File: src/hw/phy_irq_pkg.sv
// Purpose: shared constants and carriers of the phy interrupt logic
// Assumes: 5-bit management register address, 16-bit register data
// Notes: one source of truth for offsets, bit positions and reset values
`default_nettype none

package phy_irq_pkg;

   // ==========================================================
   // widths
   localparam int ADDR_W = 5;
   localparam int DATA_W = 16;
   localparam int SRC_N = 8;

   // ==========================================================
   // register offsets
   localparam logic [ADDR_W-1:0] INTERRUPT_CONTROL_OFFS = 5'h11;
   localparam logic [ADDR_W-1:0] INTERRUPT_MASK_AND_STATUS_OFFS = 5'h12;

   // ==========================================================
   // field positions
   localparam int PIN_OUTPUT_SELECT_BIT = 0;
   localparam int IRQ_OUTPUT_ENABLE_BIT = 1;
   localparam int MASK_LSB = 0;
   localparam int FLAG_LSB = 8;
   localparam int ENERGY_DETECT_SRC = 5;
   localparam int LINK_CHANGE_SRC = 6;

   // ==========================================================
   // reset values and fixed read values
   localparam logic [1:0] CONTROL_RESET = 2'h0;
   localparam logic [SRC_N-1:0] MASK_RESET = 8'h00;
   localparam logic [SRC_N-1:0] FLAGS_RESET = 8'h00;
   localparam logic [DATA_W-1:0] READ_ZERO = 16'h0000;

   // ==========================================================
   // carriers
   typedef struct packed {
      logic [ADDR_W-1:0] addr;
      logic [DATA_W-1:0] wdata;
      logic wr;
      logic rd;
   } reg_req_s;

   typedef struct packed {
      logic in;
      logic out;
      logic oe;
   } pin_s;

endpackage

`default_nettype wire

File: src/hw/phy_interrupt_logic.sv
// Purpose: interrupt logic of a 10/100 ethernet phy with a shared power-down/irq pin
// Assumes: single clock core_clk at 200 MHz, all inputs synchronous to it
// Notes: the pin asserts combinationally from the source inputs, not from a flop
//
// Contract
// - after reset every interrupt source is disabled and the pin is not driven.
// - bit 1 of interrupt_control at 0x11 gates whether any interrupt reaches the pin.
// - the low byte of interrupt_mask_and_status at 0x12 is a per-source mask.
// - an enabled unmasked condition drives the pin low without waiting for a clock edge.
// - the high byte of interrupt_mask_and_status flags which sources raised the interrupt.
// - several sources pending together all set their flags in the same cycle.
// - a read of interrupt_mask_and_status clears at once every pending flag whose source is not active in the read cycle.
// - once the flags are cleared the pin is released back to its high level.
// - writing 0060h to 0x12 sets the energy-detect and link-change mask bits.
// - bit 0 of interrupt_control turns the pin into an active-low interrupt output.
// - with bit 0 clear the pin is a power-down input and is never driven; the irq output still follows the pending flags.
`default_nettype none

module phy_interrupt_logic (
   input wire logic core_clk,
   input wire logic rst_b,
   input wire logic clk_en,
   input wire phy_irq_pkg::reg_req_s reg_req,
   output logic [phy_irq_pkg::DATA_W-1:0] reg_rdata,
   input wire logic [phy_irq_pkg::SRC_N-1:0] irq_src,
   input wire logic powerdown_irq_pin_in,
   output logic powerdown_irq_pin_out,
   output logic powerdown_irq_pin_oe,
   output logic power_down,
   output logic irq
);
   import phy_irq_pkg::*;

   // ==========================================================
   // address decode
   function automatic logic hit(input logic [ADDR_W-1:0] a, input logic [ADDR_W-1:0] offs);
      hit = (a == offs);
   endfunction

   logic ctl_wr;
   logic stat_wr;
   logic stat_rd;
   logic ctl_rd;

   assign ctl_wr = clk_en && reg_req.wr && hit(reg_req.addr, INTERRUPT_CONTROL_OFFS);
   assign stat_wr = clk_en && reg_req.wr && hit(reg_req.addr, INTERRUPT_MASK_AND_STATUS_OFFS);
   assign ctl_rd = clk_en && reg_req.rd && hit(reg_req.addr, INTERRUPT_CONTROL_OFFS);
   assign stat_rd = clk_en && reg_req.rd && hit(reg_req.addr, INTERRUPT_MASK_AND_STATUS_OFFS);

   // ==========================================================
   // interrupt_control
   logic pin_output_select;
   logic irq_output_enable;

   always_ff @(posedge core_clk or negedge rst_b) begin
      if (!rst_b) begin
         pin_output_select <= CONTROL_RESET[PIN_OUTPUT_SELECT_BIT];
         irq_output_enable <= CONTROL_RESET[IRQ_OUTPUT_ENABLE_BIT];
      end else if (ctl_wr) begin
         pin_output_select <= reg_req.wdata[PIN_OUTPUT_SELECT_BIT];
         irq_output_enable <= reg_req.wdata[IRQ_OUTPUT_ENABLE_BIT];
      end
   end

   // ==========================================================
   // mask, low byte of interrupt_mask_and_status
   logic [SRC_N-1:0] src_mask;

   always_ff @(posedge core_clk or negedge rst_b) begin
      if (!rst_b) begin
         src_mask <= MASK_RESET;
      end else if (stat_wr) begin
         src_mask <= reg_req.wdata[MASK_LSB +: SRC_N];
      end
   end

   // ==========================================================
   // pending flags, high byte; only the high byte is cleared by the read
   logic [SRC_N-1:0] pend;
   logic [SRC_N-1:0] hit_src;

   assign hit_src = irq_src & src_mask;

   generate
      for (genvar i = 0; i < SRC_N; i++) begin : g_flag
         always_ff @(posedge core_clk or negedge rst_b) begin
            if (!rst_b) begin
               pend[i] <= FLAGS_RESET[i];
            end else if (clk_en) begin
               // set beats the clearing read so no event is lost
               if (hit_src[i]) begin
                  pend[i] <= 1'b1;
               end else if (stat_rd) begin
                  pend[i] <= 1'b0;
               end
            end
         end

      end
   endgenerate

   // ==========================================================
   // read port: data stand only in the cycle after the strobe
   logic [DATA_W-1:0] next_rdata;

   always_comb begin
      next_rdata = READ_ZERO;
      if (ctl_rd) begin
         next_rdata[PIN_OUTPUT_SELECT_BIT] = pin_output_select;
         next_rdata[IRQ_OUTPUT_ENABLE_BIT] = irq_output_enable;
      end else if (stat_rd) begin
         next_rdata[MASK_LSB +: SRC_N] = src_mask;
         next_rdata[FLAG_LSB +: SRC_N] = pend;
      end
   end

   always_ff @(posedge core_clk or negedge rst_b) begin
      if (!rst_b) begin
         reg_rdata <= READ_ZERO;
      end else if (clk_en) begin
         reg_rdata <= next_rdata;
      end
   end

   // ==========================================================
   // shared pin
   // the live source term makes assertion asynchronous to core_clk;
   // the flag keeps it low until the clearing read
   logic [SRC_N-1:0] live_pend;
   logic irq_cond;
   logic pin_drive;

   // a flag whose mask bit is cleared later stops driving the pin
   assign live_pend = pend & src_mask;
   assign irq_cond = (|live_pend) || (|hit_src);
   assign pin_drive = pin_output_select && irq_output_enable && irq_cond;

   assign powerdown_irq_pin_oe = pin_drive;
   assign powerdown_irq_pin_out = 1'b0;
   assign irq = |live_pend;

   // pin taken as power-down only while it is an input
   always_ff @(posedge core_clk or negedge rst_b) begin
      if (!rst_b) begin
         power_down <= 1'b0;
      end else if (clk_en) begin
         power_down <= !pin_output_select && !powerdown_irq_pin_in;
      end
   end
endmodule

`default_nettype wire

File: config.mk
export PLATFORM = sky130hd
export DESIGN_NAME = phy_interrupt_logic
export DESIGN_NICKNAME = d
export VERILOG_FILES = /design/src/hw/phy_irq_pkg.sv /design/src/hw/phy_interrupt_logic.sv
export SDC_FILE = /design/constraint.sdc
export NUM_CORES = 1
export LEC_CHECK = 0
export BUFFER_PORTS_ARGS = -buffer_cell sky130_fd_sc_hd__buf_4
export CAP_MARGIN = 20
export CORE_ASPECT_RATIO = 1.4
export CORE_MARGIN = 2
export CORE_UTILIZATION = 45
export CTS_CLUSTER_SIZE = 14
export DETAILED_ROUTE_END_ITERATION = 7
export PLACE_DENSITY = 0.72
export SYNTH_ARGS = -nofsm -noshare
export SYNTH_HDL_FRONTEND = slang
export SYNTH_SLANG_ARGS = --single-unit
File: constraint.sdc
create_clock -name core_clk -period 1.6 [get_ports core_clk]
set_clock_uncertainty 0.2 [all_clocks]
set_input_delay 0.08 -clock core_clk [delete_from_list [all_inputs] [get_ports core_clk]]
set_output_delay 0.08 -clock core_clk [all_outputs]
set_load 0.05 [all_outputs]
==> results of run 1 <==
==> sequential cells by signal, indices dropped and copies added, names as in the netlist <==
| signal | flops |
|---|---|
| pend | 8 |
| src_mask | 8 |
| irq_output_enable | 1 |
| reg_rdata | 16 |
| power_down | 1 |
| pin_output_select | 1 |
==> worst max-delay path: stages, from the launching register on <==
cell and delay (ps):
dfrtp_1 440, a22oi_2 210, nand2_1 120, o311a_4 390
buf_6 150
==> synth_stat cells <==
cell type,n
dfrtp_1,35
a22o_1,16
mux2_2,10
a22oi_1,8
a32o_1,8
nand2_1,4
nor2b_1,4
clkbuf_1,3
a31o_2,2
inv_1,2
and3_1,1
and4bb_2,1
buf_2,1
buf_4,1
conb_1,1
nand3_1,1
nand4_1,1
nor4_4,1
nor4b_1,1
o311a_1,1
o31ai_1,1
or3b_4,1
==> cell type report <==
cell class / count / area share (%)
Clock buffer: 8 / 4.35
Multi-Input combinational cell: 62 / 24.9
Tap cell: 39 / 2.12
Inverter: 2 / 0.326
Sequential cell: 35 / 38.0
Timing Repair Buffer: 85 / 30.3
==> cell families after synthesis <==
group,count (synthesis)
AOI/OAI and AO/OA,36
and+or+nand+nor,15
buffers and inverters,7
muxes,10
DFF,35
other,1
==> worst max path at each step <==
stage / from / cells after the start / slack [ps] / to
2_1_floorplan: src_mask[5] / 3 / -380 / powerdown_irq_pin_oe
3_3_place_gp: reg_req[21] / 5 / -90 / pin_output_select
3_5_place_dp: reg_req[21] / 5 / -140 / irq_output_enable
4_1_cts: src_mask[3] / 4 / -250 / powerdown_irq_pin_oe
5_1_grt: src_mask[1] / 4 / -310 / powerdown_irq_pin_oe
6_report: src_mask[0] / 4 / -290 / powerdown_irq_pin_oe
==> stage by stage <==
step | cell area (µm²) | total power, µW | setup WS, ps | cells
after floorplan | 1460 | 1360 | -382 | 104
after detailed placement | 1940 | 1630 | -140 | 198
after global routing | 2300 | 2540 | -309 | 231
after global placement | 1940 | 1610 | -94.2 | 198
after CTS | 2280 | 2440 | -252 | 229
final | 2300 | 2450 | -293 | 231
==> where the power goes <==
part | internal (µW) | switching, µW
clock | 392 | 304
sequential | 1010 | 107
combinational | 358 | 279
total | 1760 | 691
==> routing by layer <==
layer | global-route usage, % | wire length (µm)
met1 | 26.3 | 1470
met2 | 39.4 | 2090
met3 | 6.54 | 194
met4 | 12.6 | 129
met5 | 0 | 0
==> timing repair <==
action | CTS | global route
resized for setup | 6 | 1
pin swaps | 2 | 3
endpoints found under the setup margin | 2 | 2
hold buffers | 19 | 0
hold endpoints to repair | 56 | 0
buffers inserted | 5 | 2
==> reports/results.ini, run 1 <==
[status]
status=finished with violations
violations=negative setup slack

[floorplan]
start_util_pct=46.9
dieArea_um2=3700
ios=55
die_h_um=71.2
core_area_um2=3090
die_w_um=52.0
rows=24

[final_layout]
diodes=0
multi_input_area_um2=574
regArea_um2=876
drive_gt1_share_pct=48.4
final_cell_mix=buf_4, dfrtp_1, dlygate4sd3_1
fillers=207
area_delta_synth_final_pct=58.8
fin_nets=226
final_core_util_pct=74.5
layout_commonest_cell=buf_4

[worst_setup_path]
crit_path_start_kind=flip-flop
endpoint_kind=output pin
critPathArrivalTime_ps=1610
critPathRequiredTime_ps=1320
r2r_cells=3
timing.rr.end=reg_rdata[0]
worstReg2RegStart=src_mask[0]
crit_fanout=4
critPathKind=reg2out
reg2reg_slack_ps=240

[hold_path]
min_path_cells=3
min_from=clk_en
hold_class=in2reg
whs_endpoint=pend[5]

[placed_design]
gp_congestion=0.774
hpwl_um=2640
portBuffers=45

[clock_network]
cts_tree=yes
cts_root_buf=clkbuf_8
clk_pin_slew_ps=70
clock_path_buffers=2
clock-sinks=35
h-tree-depth=2
cts_buffers=5
insertion_delay_ps=290

[timing]
worst_slack_ps=-293
worst_slew_pin_slew_ps=502
hold_viol=0
hold_ws_ps=53.1
finalCriticalPeriod_ps=1890
setup_tns_ps=-388
slew_headroom_pct=66.5
max_freq_mhz=528
fin_crit_sh_pct=118
setup_viol=2
drv_slew=0
grt_setup_unrepaired=true

[grt]
grtUsageTotal_pct=23.5
first_global_vias=1336
antenna_found_initial=0
gr-total-overflow=0
grt_pass1_wl_um=6250
grt_max_degree=36

[logic_synthesis]
syn_area_um2=1450
synthMuxAreaShare_pct=7.77
synth_xor_area_share_pct=0
yosys-top-cells-area=dfrtp_1, a22o_1, mux2_2
syn_avg_cell_area_um2=13.9
synth_compound_area_share_pct=21.7
ys_warn_count=0
yosysTopAreaCell=dfrtp_1
yosys.area_share.simple_pct=7.68
synth_top_family_by_area=compound AO/OA/AOI/OAI gates
yosysUniqueCellTypes=22
synth_cells=104
synth_top_area_share_pct=60.4
synth_adder_area_share_pct=0
synthesis.nets=139
yosysSeqAreaShare_pct=60.4
ys_ff_latch=35

[detailed_routing]
vias=1275
routedWlPerCell_um=16.8
drc=0
postRouteAntennaNets=0
wl_um=3880
first_pass_iters=4
via_per_inst=5.52
first_iter_violations=34

[power]
powerDensity_nw_per_um2=1060
vdd.ir_drop.worst_mv=0.827
p_leak_uw=0.00114

[job]
cap_violations=0

Power figures use the tool's default switching activity.
==> run 2: changes to the inputs <==
- BUFFER_PORTS_ARGS: -buffer_cell sky130_fd_sc_hd__buf_4 -> -buffer_cell sky130_fd_sc_hd__buf_2
- MAX_ROUTING_LAYER: default -> met4
==> run 2 against run 1 <==
  * Die area did not move
  * Worst hold slack improved by 13 ps
  * Largest power group unchanged
  * The run still ends with negative setup slack left
  * Setup slack improved by 56 ps
  * Global-route usage rose by 0.61 points
  * Count of clock-buffer cells in the layout fell by 1
  * Critical endpoint unchanged
  * Combinational power rose by 3.8%
  * Core utilization fell by 3.1 points
  * Maximum frequency rose by 3.0%
  * Final cell count did not move
==> reports/results.ini, run 2 (synthesis results as in run 1) <==
[status]
status=finished with violations
violations=negative setup slack

[timing]
hold_viol=0  ; unchanged
finalCriticalPeriod_ps=1840  ; -55.9 ps
max_freq_mhz=544  ; +3.0%
setup_viol=2  ; unchanged
setup_tns_ps=-399  ; -10.8 ps
drv_slew=0  ; unchanged
worst_slew_pin_slew_ps=562  ; +59.4 ps
grt_setup_unrepaired=true
worst_slack_ps=-237  ; +55.9 ps
fin_crit_sh_pct=115  ; -3.5 points
slew_headroom_pct=62.6  ; -4.0 points

[clock_network]
h-tree-depth=2  ; unchanged
cts_buffers=5  ; unchanged
clock-sinks=35  ; unchanged
clk_pin_slew_ps=70  ; about the same
cts_root_buf=clkbuf_8
cts_tree=yes
clock_path_buffers=2  ; unchanged
insertion_delay_ps=290  ; about the same

[final_layout]
largest_register=reg_rdata
area_delta_synth_final_pct=52.2
final_core_util_pct=71.4  ; -3.1 points
diodes=0  ; unchanged
reg.largest.list=reg_rdata: 16 flops, pend: 8 flops, src_mask: 8 flops
multi_input_area_um2=589  ; +2.6%
layout_commonest_cell=buf_2
fin_nets=226  ; unchanged
stdcell_area_um2=2210  ; -4.2%
largest_reg_flops=16  ; unchanged
drive_gt1_share_pct=50.5  ; +2.1 points
regArea_um2=877  ; +0.14%
fillers=224  ; +8.2%
final_cell_mix=buf_2, dfrtp_1, buf_4

[hold_path]
min_path_cells=3  ; unchanged
hold_class=in2reg
min_from=clk_en
whs_endpoint=reg_rdata[0]

[worst_setup_path]
critPathMaxStageDelay_ps=420  ; -20 ps
cp_slowest_cell=dfrtp_1
crit_fanout=4  ; unchanged
crit_path_start_kind=flip-flop
timing.rr.end=reg_rdata[0]
worstReg2RegStart=src_mask[0]
cp_cell_sequence=a22oi_2 > nand4_1 > o311a_4 > buf_6
critPathArrivalTime_ps=1560  ; -50 ps
reg2reg_slack_ps=260  ; +20 ps
endpoint_kind=output pin
critPathRequiredTime_ps=1320  ; about the same
crit_buf_inv=1  ; unchanged
r2r_cells=3  ; unchanged
critPathKind=reg2out
crit_family=compound AO/OA/AOI/OAI gates

[detailed_routing]
via_per_inst=5.54  ; +0.31%
first_iter_violations=28  ; -18%
first_pass_iters=4  ; unchanged
routedWlPerCell_um=16.5  ; -1.5%
vias=1279  ; +0.31%
drc=0  ; unchanged
postRouteAntennaNets=0  ; unchanged
wl_um=3820  ; -1.5%

[grt]
grt_pass1_wl_um=6200  ; -0.88%
grtUsageTotal_pct=24.1  ; +0.61 points
first_global_vias=1314  ; -1.6%
antenna_found_initial=0  ; unchanged
gr-total-overflow=0  ; unchanged
grt_max_degree=36  ; unchanged

[placed_design]
dp_slack_ps=-92.5  ; +47.4 ps
placed_area_um2=1840  ; -4.8%
portBuffers=45  ; unchanged
gp_congestion=0.816  ; +5.5%
hpwl_um=2510  ; -5.1%

[floorplan]
die_h_um=71.2  ; unchanged
ios=55  ; unchanged
die_w_um=52.0  ; unchanged
rows=24  ; unchanged
core_area_um2=3090  ; unchanged
dieArea_um2=3700  ; unchanged
start_util_pct=46.9  ; unchanged

[power]
powerDensity_nw_per_um2=1090  ; +2.5%
vdd.ir_drop.worst_mv=0.776  ; -6.2%
p_leak_uw=0.00111  ; -2.1%

[job]
cap_violations=0  ; unchanged

==> run 2: cell types whose count changed in the layout (fill, tap and decap cells not counted) <==
cell	change
buf_12	+1
buf_2	+43
a22oi_1	-3
clkinv_2	+1
dlygate4sd3_1	-1
buf_6	+1
a22oi_2	+3
clkbuf_1	+1
buf_4	-44
clkbuf_8	-2
dfrtp_1	-1
dfrtp_2	+1
==> run 2: per-stage QoR <==
step	std cells	hold WS, ps	total power [µW]
floorplan	104	-416	1360
global placement	199	-150	1600
detailed placement	199	-148	1630
CTS	227	67.6	2340
global route	231	86.9	2520
finish	231	66.5	2400
==> run 2: how the worst max path moves through the flow <==
stage | startpoint | end | slack, ps | cells past startpoint
2_1_floorplan | src_mask[5] | powerdown_irq_pin_oe | -380 | 3
3_3_place_gp | reg_req[21] | pin_output_select | -80 | 5
3_5_place_dp | reg_req[21] | pin_output_select | -90 | 5
4_1_cts | src_mask[4] | powerdown_irq_pin_oe | -240 | 4
5_1_grt | src_mask[4] | powerdown_irq_pin_oe | -270 | 4
6_report | src_mask[4] | powerdown_irq_pin_oe | -240 | 4
==> run 2: area by class of cell <==
cell class / instances / share of cell area (%)
Sequential cell: 35 / 39.7
Timing Repair Buffer: 85 / 27.3
Multi-Input combinational cell: 62 / 26.7
Clock buffer: 7 / 3.46
Tap cell: 39 / 2.21
Inverter: 2 / 0.340
Clock inverter: 1 / 0.227
==> run 2: what timing repair did <==
action / 4_1_cts / 5_1_grt
cloned: 0 / 0
buffers inserted: 3 / 4
setup endpoints to repair: 2 / 2
hold endpoints to repair: 54 / 0
pin swaps: 2 / 3
gates resized for setup: 10 / 4
hold buffers: 18 / 0
==> run 2: tightest hold or removal path, delay by kind of cell <==
family | cells | cell delay [ps]
AO/OA/AOI/OAI | 1 | 170
buffers and inverters | 2 | 280
==> run 2: report_power, final <==
part / internal, µW / total [µW] / switching (µW)
Combinational: 371 / 661 / 290
Sequential: 1010 / 1130 / 121
Clock: 305 / 615 / 311
==> run 2: layer usage <==
metal	up-vias	share of wire, %	global-route usage [%]
met5	-	0	-
met4	0	3.3	13.2
met3	11	4.7	6.96
met2	47	53	36.4
met1	638	39	28.4
li1	583	-	-
